**src/core/cct_pkg.sv**
```systemverilog
// Constants, register map and carrier types for the CAN control and timestamp block.
// Assumes an APB master with 32-bit data; other control bits arrive as inputs.
// Operation
// - Bits 12, 7, 5, 4 and 3 writable only while inactive
// - Soft reset leaves control register unchanged
// - Bus-off interrupt gated by bit 15
// - Error summary interrupt gated by bit 14
// - Bit 12 selects loopback-silent mode
// - Loopback-silent forces self-reception-disable, delay-comp low
// - Warning enables writable only with warning feature
// - Tx warning interrupt gated by bit 11
// - Rx warning interrupt gated by bit 10
// - Bit 7 selects one or three samples
// - Bit 6 disables automatic bus-off recovery
// - Time sync only when bit 5 set
// - Bit 4 selects transmit mailbox order
// - Bit 3 selects monitor mode
// - Timer reads 16-bit counter, upper zero
// - Warning flags follow status with feature enabled
package cct_pkg;
    localparam logic [11:0] CCT_OFF_CTRL2 = 12'h004;
    localparam logic [11:0] CCT_OFF_TIMER = 12'h008;
    localparam logic [11:0] CCT_OFF_IRQ_STAT = 12'h00c;
    localparam logic [11:0] CCT_OFF_IRQ_EN = 12'h010;
    localparam logic [11:0] CCT_OFF_IRQ_CLR = 12'h014;
    localparam logic [31:0] CCT_CTRL2_RESET = 32'h00000000;
    localparam logic [15:0] CCT_TIMER_RESET = 16'h0000;
    localparam logic [3:0] CCT_IRQ_RESET = 4'h0;
    localparam int CCT_BIT_BUSOFF_IE = 15;
    localparam int CCT_BIT_ERRSUM_IE = 14;
    localparam int CCT_BIT_LSM = 12;
    localparam int CCT_BIT_TXW_IE = 11;
    localparam int CCT_BIT_RXW_IE = 10;
    localparam int CCT_BIT_TRIPLE = 7;
    localparam int CCT_BIT_NOREC = 6;
    localparam int CCT_BIT_TIME_SYNC = 5;
    localparam int CCT_BIT_ORDER = 4;
    localparam int CCT_BIT_MONITOR = 3;
    localparam logic [31:0] CCT_LOCKED_MASK = 32'h000010b8;
    localparam logic [31:0] CCT_WARN_MASK = 32'h00000c00;
    localparam logic [31:0] CCT_FREE_MASK = 32'h0000c040;
    localparam int CCT_EV_BUSOFF = 0;
    localparam int CCT_EV_ERRSUM = 1;
    localparam int CCT_EV_TXW = 2;
    localparam int CCT_EV_RXW = 3;
    localparam int CCT_NUM_EV = 4;
    localparam int CCT_TS_W = 16;

    typedef struct packed {
        logic busoff_irq_enable;
        logic error_summary_irq_enable;
        logic loopback_silent_select;
        logic tx_warning_irq_enable;
        logic rx_warning_irq_enable;
        logic triple_sample_select;
        logic auto_recovery_disable;
        logic time_sync_enable;
        logic tx_order_select;
        logic monitor_select;
    } cct_mode_t;

    typedef struct packed {
        logic busoff;
        logic error_summary;
        logic tx_warning;
        logic rx_warning;
    } cct_event_t;
endpackage

```
**src/core/cct_timestamp.sv**
```systemverilog
// Free-running timestamp counter with load and sync inputs.
// Assumes load and sync come from logic on the same clock.
`timescale 1ns/1ps
module cct_timestamp #(
    parameter int WIDTH = 16
) (
    input wire logic clk,
    input wire logic resetn,
    input wire logic load,
    input wire logic [WIDTH-1:0] load_value,
    input wire logic sync,
    output logic [WIDTH-1:0] value
);
    // Counts every cycle, wraps to zero; sync clears
    always_ff @(posedge clk or negedge resetn) begin
        if (!resetn) begin
            value <= '0;
        end else if (load) begin
            value <= load_value;
        end else if (sync) begin
            value <= '0;
        end else begin
            value <= value + WIDTH'(1);
        end
    end
endmodule // cct_timestamp

```
**src/core/cct_ctrl_timer.sv**
```systemverilog
// Second control register, timestamp timer and event interrupts behind APB.
// Assumes inactive, warning-feature and event inputs are asynchronous to CLK.
//
// The APB slave port is this design's own decision.
`timescale 1ns/1ps
module cct_ctrl_timer (
    input wire logic CLK,
    input wire logic RESETN,
    input wire logic PSEL,
    input wire logic PENABLE,
    input wire logic PWRITE,
    input wire logic [11:0] PADDR,
    input wire logic [31:0] PWDATA,
    input wire logic [3:0] PSTRB,
    output logic [31:0] PRDATA,
    output logic PREADY,
    output logic PSLVERR,
    input wire logic INACTIVE_MODE,
    input wire logic SOFT_RESET_REQUEST,
    input wire logic WARNING_FEATURE_ENABLE,
    input wire logic SELF_RECEPTION_DISABLE_REQ,
    input wire logic TX_DELAY_COMP_ENABLE_REQ,
    input wire logic BUSOFF_EVENT,
    input wire logic ERROR_SUMMARY_EVENT,
    input wire logic TX_WARNING_STATUS,
    input wire logic RX_WARNING_STATUS,
    input wire logic TIME_SYNC_EVENT,
    output cct_pkg::cct_mode_t MODE,
    output logic SELF_RECEPTION_DISABLE,
    output logic TX_DELAY_COMP_ENABLE,
    output logic BUSOFF_IRQ,
    output logic ERROR_SUMMARY_IRQ,
    output logic TX_WARNING_IRQ_FLAG,
    output logic RX_WARNING_IRQ_FLAG,
    output logic IRQ
);
    localparam int NS = 9;

    logic [NS-1:0] sync1;
    logic [NS-1:0] sync2;
    logic [NS-1:0] async_in;
    logic inactive;
    logic warn_en;
    logic self_rx_dis_req;
    logic tdc_req;
    logic ev_busoff;
    logic ev_errsum;
    logic txw_stat;
    logic rxw_stat;
    logic time_sync_ev;
    logic txw_prev;
    logic rxw_prev;
    logic time_sync_prev;
    logic [31:0] ctrl2;
    logic [cct_pkg::CCT_NUM_EV-1:0] irq_stat;
    logic [cct_pkg::CCT_NUM_EV-1:0] irq_en;
    logic [cct_pkg::CCT_NUM_EV-1:0] ev_set;
    logic [cct_pkg::CCT_NUM_EV-1:0] ev_clr;
    logic [15:0] ts_value;
    logic setup;
    logic wr;
    logic rd;
    logic full_word;
    logic mapped;
    logic [31:0] wmask;
    logic [31:0] next_ctrl2;
    logic [31:0] ctrl2_view;
    logic [31:0] next_rdata;
    logic ts_load;
    logic ts_sync;

    assign async_in = {TIME_SYNC_EVENT, RX_WARNING_STATUS, TX_WARNING_STATUS, ERROR_SUMMARY_EVENT,
                       BUSOFF_EVENT, TX_DELAY_COMP_ENABLE_REQ, SELF_RECEPTION_DISABLE_REQ,
                       WARNING_FEATURE_ENABLE, INACTIVE_MODE};

    // Two-flop synchronisers
    always_ff @(posedge CLK or negedge RESETN) begin
        if (!RESETN) begin
            sync1 <= '0;
            sync2 <= '0;
        end else begin
            sync1 <= async_in;
            sync2 <= sync1;
        end
    end

    assign {time_sync_ev, rxw_stat, txw_stat, ev_errsum, ev_busoff, tdc_req, self_rx_dis_req, warn_en,
            inactive} = sync2;

    // Single-cycle zero-wait APB
    assign setup = PSEL && !PENABLE;
    assign wr = setup && PWRITE;
    assign rd = setup && !PWRITE;
    assign full_word = (PSTRB == 4'hf);
    assign mapped = (PADDR == cct_pkg::CCT_OFF_CTRL2) || (PADDR == cct_pkg::CCT_OFF_TIMER) ||
                    (PADDR == cct_pkg::CCT_OFF_IRQ_STAT) || (PADDR == cct_pkg::CCT_OFF_IRQ_EN) ||
                    (PADDR == cct_pkg::CCT_OFF_IRQ_CLR);

    // Writable bits depend on mode and warning feature
    always_comb begin
        wmask = cct_pkg::CCT_FREE_MASK;
        if (inactive) begin
            wmask = wmask | cct_pkg::CCT_LOCKED_MASK;
        end
        if (warn_en) begin
            wmask = wmask | cct_pkg::CCT_WARN_MASK;
        end
        next_ctrl2 = (ctrl2 & ~wmask) | (PWDATA & wmask);
    end

    // Only full reset clears it; the soft reset request input is not used here
    always_ff @(posedge CLK or negedge RESETN) begin
        if (!RESETN) begin
            ctrl2 <= cct_pkg::CCT_CTRL2_RESET;
        end else if (wr && full_word && PADDR == cct_pkg::CCT_OFF_CTRL2) begin
            ctrl2 <= next_ctrl2;
        end
    end

    // Warning enables read zero while feature off
    assign ctrl2_view = warn_en ? ctrl2 : (ctrl2 & ~cct_pkg::CCT_WARN_MASK);

    always_comb begin
        next_rdata = 32'h00000000;
        case (PADDR)
            cct_pkg::CCT_OFF_CTRL2: next_rdata = ctrl2_view;
            cct_pkg::CCT_OFF_TIMER: next_rdata = {16'h0000, ts_value};
            cct_pkg::CCT_OFF_IRQ_STAT: next_rdata = {28'h0000000, irq_stat};
            cct_pkg::CCT_OFF_IRQ_EN: next_rdata = {28'h0000000, irq_en};
            default: next_rdata = 32'h00000000;
        endcase
    end

    // Answer in the access phase; error on unmapped or partial timer write
    always_ff @(posedge CLK or negedge RESETN) begin
        if (!RESETN) begin
            PRDATA <= 32'h00000000;
            PREADY <= 1'b0;
            PSLVERR <= 1'b0;
        end else begin
            PREADY <= setup;
            PSLVERR <= setup && (!mapped || (PWRITE && PADDR == cct_pkg::CCT_OFF_TIMER && !full_word));
            if (rd) begin
                PRDATA <= next_rdata;
            end
        end
    end

    // Timestamp counter, loaded by word write, cleared by sync event
    assign ts_load = wr && full_word && PADDR == cct_pkg::CCT_OFF_TIMER;
    assign ts_sync = ctrl2[cct_pkg::CCT_BIT_TIME_SYNC] && time_sync_ev && !time_sync_prev;

    cct_timestamp #(
        .WIDTH(cct_pkg::CCT_TS_W)
    ) u_timestamp (
        .clk(CLK),
        .resetn(RESETN),
        .load(ts_load),
        .load_value(PWDATA[15:0]),
        .sync(ts_sync),
        .value(ts_value)
    );

    // Edge history of warning status and sync
    always_ff @(posedge CLK or negedge RESETN) begin
        if (!RESETN) begin
            txw_prev <= 1'b0;
            rxw_prev <= 1'b0;
            time_sync_prev <= 1'b0;
        end else begin
            txw_prev <= txw_stat;
            rxw_prev <= rxw_stat;
            time_sync_prev <= time_sync_ev;
        end
    end

    // Events: warning flags follow status changes only with feature on
    always_comb begin
        ev_set = '0;
        ev_set[cct_pkg::CCT_EV_BUSOFF] = ev_busoff;
        ev_set[cct_pkg::CCT_EV_ERRSUM] = ev_errsum;
        ev_set[cct_pkg::CCT_EV_TXW] = warn_en && (txw_stat != txw_prev);
        ev_set[cct_pkg::CCT_EV_RXW] = warn_en && (rxw_stat != rxw_prev);
    end

    assign ev_clr = (wr && PADDR == cct_pkg::CCT_OFF_IRQ_CLR) ? PWDATA[cct_pkg::CCT_NUM_EV-1:0] : '0;

    // Sticky status, set wins over clear
    genvar g;
    generate
        for (g = 0; g < cct_pkg::CCT_NUM_EV; g++) begin : g_stat
            always_ff @(posedge CLK or negedge RESETN) begin
                if (!RESETN) begin
                    irq_stat[g] <= 1'b0;
                end else if (ev_set[g]) begin
                    irq_stat[g] <= 1'b1;
                end else if (ev_clr[g]) begin
                    irq_stat[g] <= 1'b0;
                end
            end
        end
    endgenerate

    always_ff @(posedge CLK or negedge RESETN) begin
        if (!RESETN) begin
            irq_en <= cct_pkg::CCT_IRQ_RESET;
        end else if (wr && PADDR == cct_pkg::CCT_OFF_IRQ_EN) begin
            irq_en <= PWDATA[cct_pkg::CCT_NUM_EV-1:0];
        end
    end

    // Interrupt lines gated by control enables; IRQ gated by the irq_en register
    always_ff @(posedge CLK or negedge RESETN) begin
        if (!RESETN) begin
            BUSOFF_IRQ <= 1'b0;
            ERROR_SUMMARY_IRQ <= 1'b0;
            TX_WARNING_IRQ_FLAG <= 1'b0;
            RX_WARNING_IRQ_FLAG <= 1'b0;
            IRQ <= 1'b0;
        end else begin
            BUSOFF_IRQ <= irq_stat[cct_pkg::CCT_EV_BUSOFF] && ctrl2[cct_pkg::CCT_BIT_BUSOFF_IE];
            ERROR_SUMMARY_IRQ <= irq_stat[cct_pkg::CCT_EV_ERRSUM] && ctrl2[cct_pkg::CCT_BIT_ERRSUM_IE];
            TX_WARNING_IRQ_FLAG <= irq_stat[cct_pkg::CCT_EV_TXW] && ctrl2_view[cct_pkg::CCT_BIT_TXW_IE];
            RX_WARNING_IRQ_FLAG <= irq_stat[cct_pkg::CCT_EV_RXW] && ctrl2_view[cct_pkg::CCT_BIT_RXW_IE];
            IRQ <= |(irq_stat & irq_en);
        end
    end

    // Mode outputs to the protocol engine
    always_ff @(posedge CLK or negedge RESETN) begin
        if (!RESETN) begin
            MODE <= '0;
            SELF_RECEPTION_DISABLE <= 1'b0;
            TX_DELAY_COMP_ENABLE <= 1'b0;
        end else begin
            MODE.busoff_irq_enable <= ctrl2[cct_pkg::CCT_BIT_BUSOFF_IE];
            MODE.error_summary_irq_enable <= ctrl2[cct_pkg::CCT_BIT_ERRSUM_IE];
            MODE.loopback_silent_select <= ctrl2[cct_pkg::CCT_BIT_LSM];
            MODE.tx_warning_irq_enable <= ctrl2_view[cct_pkg::CCT_BIT_TXW_IE];
            MODE.rx_warning_irq_enable <= ctrl2_view[cct_pkg::CCT_BIT_RXW_IE];
            MODE.triple_sample_select <= ctrl2[cct_pkg::CCT_BIT_TRIPLE];
            MODE.auto_recovery_disable <= ctrl2[cct_pkg::CCT_BIT_NOREC];
            MODE.time_sync_enable <= ctrl2[cct_pkg::CCT_BIT_TIME_SYNC];
            MODE.tx_order_select <= ctrl2[cct_pkg::CCT_BIT_ORDER];
            MODE.monitor_select <= ctrl2[cct_pkg::CCT_BIT_MONITOR];
            SELF_RECEPTION_DISABLE <= self_rx_dis_req && !ctrl2[cct_pkg::CCT_BIT_LSM];
            TX_DELAY_COMP_ENABLE <= tdc_req && !ctrl2[cct_pkg::CCT_BIT_LSM];
        end
    end
endmodule // cct_ctrl_timer

```
**config.mk**
```make
export PLATFORM = sky130hd
export DESIGN_NAME = cct_ctrl_timer
export DESIGN_NICKNAME = d
export VERILOG_FILES = /design/src/core/cct_pkg.sv /design/src/core/cct_timestamp.sv /design/src/core/cct_ctrl_timer.sv
export SDC_FILE = /design/constraint.sdc
export NUM_CORES = 1
export LEC_CHECK = 0
export ABC_AREA = 1
export BUFFER_PORTS_ARGS = -buffer_cell sky130_fd_sc_hd__clkbuf_2
export CORE_AREA = 2 2 87 89
export CTS_CLUSTER_SIZE = 16
export DETAILED_ROUTE_END_ITERATION = 10
export DIE_AREA = 0 0 89 91
export GPL_ROUTABILITY_DRIVEN = 0
export PLACE_DENSITY = 0.84
export SYNTH_ARGS = -nofsm -noshare
export SYNTH_HDL_FRONTEND = slang
export SYNTH_SLANG_ARGS = --single-unit
```
**constraint.sdc**
```tcl
create_clock -name CLK -period 3.41 [get_ports CLK]
set_input_delay 0.341 -clock CLK [delete_from_list [all_inputs] [get_ports CLK]]
set_output_delay 0.341 -clock CLK [all_outputs]
set_load 0.02 [all_outputs]
```
==> results.cfg, run 1 <==
[setup_path]
r2r_setup_slack_ns = 1.83
cp-start-kind = flip-flop
worst-path-max-fanout = 5
critPathKind = reg -> reg
critPathArrivalTime_ns = 1.83
required_ns = 3.66
critPathCaptureType = flip-flop

[cells_and_area]
nFillCells = 631
seqCellArea_um2 = 2250
diodes = 0
area_growth_syn_to_layout_pct = 15.9
nNetsFinal = 585
fin_cells = 625
drive_above_1_share = 0.232
multi_input_area_um2 = 1380

[routing]
first_pass_iters = 5
ant_nets = 0
drt_iter0_markers = 266
wl_um = 8360
viasPerCell = 4.99
drc = 0
dr_total_vias = 3121
post_drt_wl_per_cell_um = 13.4

[logic_synthesis]
synth_top_area_frac = 0.575
yosys.area_share.adder = 0.00319
ys_ff_latch = 90
netlist_top_cells_area = dfrtp_1, nand2_1, nand3_1, inv_1, buf_4
synth_top_family_by_area = simple AND/OR/NAND/NOR gates
avgSynthCellArea_um2 = 8.94
synth.area.mux_share = 0
netlist_area_um2 = 3920
synth_cell_types = 30
synth_xor_area_frac = 0.0201
synth_compound_area_frac = 0.0572
ys_seq_area_frac = 0.575
netlist_instances = 438
synth_top_area_cell = dfrtp_1
yosysWarningCount = 0
synth_simple_gate_area_share = 0.256

[outcome]
status = finished, final reports clean

[floorplanning]
fp.dieArea_um2 = 8100
core_um2 = 7140
fp.dieW_um = 89
die_h_um = 91
ios = 114
core.rowCount = 31
start_util = 0.549

[power]
p_sw_frac = 0.234
p_int_w = 0.00151
switchingPower_w = 0.000461
clockPowerShare = 0.372
leakage_nw = 2.41
ir_drop_mv = 0.253
pwr-share-comb = 0.063
seqPwrFrac = 0.565
pwr_density_cell_nw_per_um2 = 434

[sta]
finalSetupViolCount = 0
tns_ns = 0
finalCriticalPeriod_ns = 1.58
slew_violations = 0
rsz0062_at_grt = false
fmax_ghz = 0.633
min_period_over_period = 0.464
finalHoldViolCount = 0
worstMarginPinSlew_ns = 1.09
max_slew_margin = 0.275
finClkSkew_ns = 0.00818

[place]
hpwlAfterDp_um = 5980
place_inst = 609
io_buffers = 80

[grt]
grt_max_degree = 91
overflow = 0
grt_pass1_wl_um = 13600
antenna_found_initial = 0
track_usage = 0.218
grt_pass1_vias = 2885

[cts]
clk_latency_ns = 0.36
numClockSinks = 90
clkTransAtPathRegs_ns = 0.08
numCtsBuffers = 9
root_buffer = clkbuf_8
htreeDepth = 3
post-cts-setup-buffers = 0
cts_resized = 0
clock_path_buffers = 2
cts_hold_buf = 0
cts_tree = built

[hold_path]
hold_path.class = in -> reg

[job]
cap_viol_max_count = 0
[metal layers]
layer / global-route usage / part of all wire
met1: 0.302 / 0.43
met2: 0.337 / 0.48
met3: 0.0482 / 0.077
met4: 0.0771 / 0.016
met5: 0 / 0
[metrics by stage]
| step | hold slack, ns | area, µm² | util | power (W) | setup WS [ns] |
|---|---|---|---|---|---|
| floorplan | 0.0454 | 3970 | - | 0.00121 | 2.14 |
| global placement | 0.332 | 4340 | 0.607 | 0.00125 | 1.62 |
| detailed placement | 0.335 | 4340 | 0.607 | 0.00126 | 1.52 |
| CTS | 0.0759 | 4540 | 0.636 | 0.00198 | 1.88 |
| global route | 0.0668 | 4540 | 0.636 | 0.00206 | 1.71 |
| finish | 0.0836 | 4540 | 0.636 | 0.00197 | 1.83 |
[power by group through the flow]
stage | combinational (W) | clock [W] | sequential (W)
floorplan | 0.0000740 | 0 | 0.00113
finish | 0.000124 | 0.000733 | 0.00111
detailed placement | 0.000124 | 0 | 0.00113
global placement | 0.000120 | 0 | 0.00113
CTS | 0.000125 | 0.000742 | 0.00111
global route | 0.000139 | 0.000801 | 0.00112
[flip-flops by register name (all words and copies together), names as in the netlist, named ones only]
register                flops
u_timestamp.value          16
PSLVERR                     1
RX_WARNING_IRQ_FLAG         1
time_sync_prev              1
txw_prev                    1
IRQ                         1
TX_DELAY_COMP_ENABLE        1
ERROR_SUMMARY_IRQ           1
TX_WARNING_IRQ_FLAG         1
SELF_RECEPTION_DISABLE      1
PREADY                      1
irq_en                      4
rxw_prev                    1
MODE                       10
irq_stat                    4
PRDATA                     16
ctrl2                       3
sync2                       9
sync1                       9
BUSOFF_IRQ                  1
[cell usage after synthesis]
master and instances:
nand2_2 7, xnor2_1 3, nand3_1 34, nor3_1 4, o22ai_1 5, xor2_1 6
nand4_1 5, inv_1 41, clkinv_1 1, o21bai_1 2, conb_1 1, nand3_2 2
clkbuf_1 1, nand3b_1 1, dfrtp_1 90, nand2_4 1, o21ai_0 13, buf_2 3
o21ai_1 17, or2_2 2, inv_2 5, o31ai_1 3, ha_1 1, nor2_2 5
buf_6 1, nand2_1 128, nor2_4 5, a21oi_1 1, nor2_1 32, buf_4 18
[path summary, 6_finish.rpt]
kind                                       from  cells past startpoint                     to
max reg2reg                u_timestamp.value[0]                      8  u_timestamp.value[14]
max                        u_timestamp.value[0]                      8  u_timestamp.value[14]
min                                BUSOFF_EVENT                      1               sync1[4]
min reg2reg                            sync1[7]                      0               sync2[7]
min in group asynchronous                RESETN                      1      ERROR_SUMMARY_IRQ
max in group asynchronous                RESETN                      1              irq_en[1]
[placed cells by master (no fill, tap or decap), types with 3 or more instances in the layout]
cell type and instances:
conb_1 16, dfrtp_1 90, clkbuf_2 79, o22ai_1 5, nand3_1 34, o21ai_1 17
xnor2_1 3, nand4_1 5, o31ai_1 3, nor3_1 4, o21ai_0 13, nand2_2 7
nor2_2 5, nand2_1 128, inv_2 5, nor2_1 32, xor2_1 6, nor2_4 5
clkbuf_8 11, inv_1 41
[worst max-delay path, cell delays in order, from the launching register on]
cell and delay (ns):
dfrtp_1 0.45, ha_1 0.21, nand2_1 0.08, inv_1 0.07, nand3_1 0.11, nor2_1 0.24
nand3_1 0.14, nand4_1 0.12, nand2_1 0.06
[kinds of logic after synthesis]
| logic type | count (synthesis) |
|---|---|
| buffers and inverters | 70 |
| XOR/XNOR | 9 |
| flip-flops | 90 |
| AND/OR/NAND/NOR | 226 |
| other | 1 |
| AO/OA/AOI/OAI | 41 |
| adder cells (fa/ha/maj) | 1 |
[area by class of cell]
type,count,share of cell area
clock buffers,12,0.0342
clock inverters,4,0.0110
inverters,47,0.0389
multi-input cells,293,0.304
flip-flops and latches,90,0.496
well taps,99,0.0273
repair buffers,80,0.0887
(Power assumes the default switching activity.)
==> run 2: changes to the inputs <==
--- a/config.mk
+++ b/config.mk
@@ -7,12 +7,12 @@
 export LEC_CHECK = 0
 export ABC_AREA = 1
 export BUFFER_PORTS_ARGS = -buffer_cell sky130_fd_sc_hd__clkbuf_2
-export CORE_AREA = 2 2 87 89
+export CORE_AREA = 2 2 95 97
 export CTS_CLUSTER_SIZE = 16
 export DETAILED_ROUTE_END_ITERATION = 10
-export DIE_AREA = 0 0 89 91
+export DIE_AREA = 0 0 97 99
 export GPL_ROUTABILITY_DRIVEN = 0
-export PLACE_DENSITY = 0.84
+export PLACE_DENSITY = 0.75
 export SYNTH_ARGS = -nofsm -noshare
 export SYNTH_HDL_FRONTEND = slang
 export SYNTH_SLANG_ARGS = --single-unit
==> constraint.sdc (replaced) <==
create_clock -name CLK -period 1.4 [get_ports CLK]
set_input_delay 0.14 -clock CLK [delete_from_list [all_inputs] [get_ports CLK]]
set_output_delay 0.14 -clock CLK [all_outputs]
set_load 0.02 [all_outputs]
==> results.cfg, run 2 (synthesized netlist as in run 1, its figures left out) <==
[floorplanning]
fp.dieW_um = 97
ios = 114
fp.dieArea_um2 = 9600
die_h_um = 99
core.rowCount = 34
start_util = 0.458
core_um2 = 8550

[sta]
finalSetupViolCount = 0
fmax_ghz = 0.747
finClkSkew_ns = 0.00876
tns_ns = 0
finalHoldViolCount = 0
slew_violations = 0
rsz0062_at_grt = true
min_period_over_period = 0.956
finalCriticalPeriod_ns = 1.34
postLayoutSetupSlackWorst_ns = 0.0611

[cts]
numCtsBuffers = 9
root_buffer = clkbuf_8
cts_tree = built
numClockSinks = 90
clk_latency_ns = 0.36
clkTransAtPathRegs_ns = 0.09
htreeDepth = 3
clock_path_buffers = 2

[setup_path]
worst-path-max-fanout = 3
cp-start-kind = flip-flop
required_ns = 1.64
r2r_setup_slack_ns = 0.06
critPathKind = reg -> reg
worst-r2r-cell-count = 7
critPathCaptureType = flip-flop
r2r_start = u_timestamp.value[1]
critPathArrivalTime_ns = 1.58
crit_path_start = u_timestamp.value[1]

[routing]
post_drt_wl_per_cell_um = 12.7
first_pass_iters = 4
drc = 0
wl_met2_um = 4030
wl_um = 8400
viasPerCell = 4.68
wl_met1_um = 3740
routed.top_layer = met4
drt_iter0_markers = 184
dr_wl_met3_um = 530
ant_nets = 0
dr_total_vias = 3096

[hold_path]
hold_path.class = in -> reg
holdPathStages = 3
hold_start = PWDATA[9]

[grt]
track_usage = 0.185
grt_pass1_vias = 2978
grt_max_degree = 91
overflow = 0
grt_pass1_wl_um = 14000
antenna_found_initial = 0

[place]
pre_cts_slack_ns = -0.0220
place_inst = 630
io_buffers = 80
hpwlAfterDp_um = 6020

[cells_and_area]
nNetsFinal = 613
mostFrequentLayoutCell = nand2_1
drive_above_1_share = 0.260
fin_util = 0.566
nFillCells = 776
final_cell_mix = nand2_1, dfrtp_1, clkbuf_2
fin_cells = 662
diodes = 0
reg_top3 = PRDATA (16), u_timestamp.value (16), MODE (10)
area_growth_syn_to_layout_pct = 23.6

[outcome]
status = finished, final reports clean

[power]
leakage_nw = 2.55
ir_drop_mv = 0.594
pwr_density_cell_nw_per_um2 = 1010

[job]
cap_viol_max_count = 0
[run 2: cell types whose count changed in the layout (fill, tap and decap cells not counted), sizes merged]
cell         previous run  this run
buf                     1        15
dlygate4sd3             0        14
clkbuf                 91        90
clkinv                  2         3
clkinvlp                2         1
inv                    46        47
[run 2: final cells by class]
| cell class | instances | area (µm²) | area share |
|---|---|---|---|
| clock buffers | 11 | 151 | 0.0313 |
| inverters | 47 | 176 | 0.0364 |
| flip-flops and latches | 90 | 2250 | 0.465 |
| repair buffers | 108 | 661 | 0.136 |
| well taps | 108 | 135 | 0.0279 |
| clock inverters | 5 | 60.1 | 0.0124 |
| multi-input cells | 293 | 1410 | 0.291 |
[run 2: stage by stage]
step	hold WS, ns	total power [W]	instance area, µm²
CTS	0.000676	0.00494	4810
global route	0.000606	0.00511	4840
detailed placement	0.217	0.00307	4450
floorplan	-0.156	0.00294	3970
global placement	0.214	0.00306	4450
finish	0.00766	0.00489	4840
[run 2: metal layers]
layer	up-vias	global-route usage
met1	1433	0.246
met5	-	0
met2	88	0.296
met3	10	0.0504
met4	0	0.0618
li1	1565	-
[run 2: final timing paths]
check	endpoint
worst max-delay path	u_timestamp.value[10]
worst min-delay path	u_timestamp.value[9]
worst min register to register	sync2[7]
min in group asynchronous	MODE[2]
worst max register to register	u_timestamp.value[10]
max in group asynchronous	u_timestamp.value[10]
[run 2: critical path: stages (launching register included)]
cell     delay [ns]
dfrtp_1        0.36
ha_1           0.18
nand2_1        0.10
inv_2          0.08
nand3_2        0.12
nor2_4         0.14
xor2_1         0.16
o21ai_1        0.08
[run 2: where the power goes]
part           leakage [nW]  internal [W]  switching (W)
logic                  1.32      0.000133       0.000210
registers              1.13       0.00266      0.0000504
clock network         0.106      0.000928       0.000905
total                  2.55       0.00372        0.00117
[run 2: timing repair]
action,in CTS,in global routing
resized for setup,1,7
pin swaps,1,3
endpoints found under the hold margin,103,0
hold buffers,14,0
gates cloned,0,0
endpoints found under the setup margin,2,6
buffers inserted,1,1
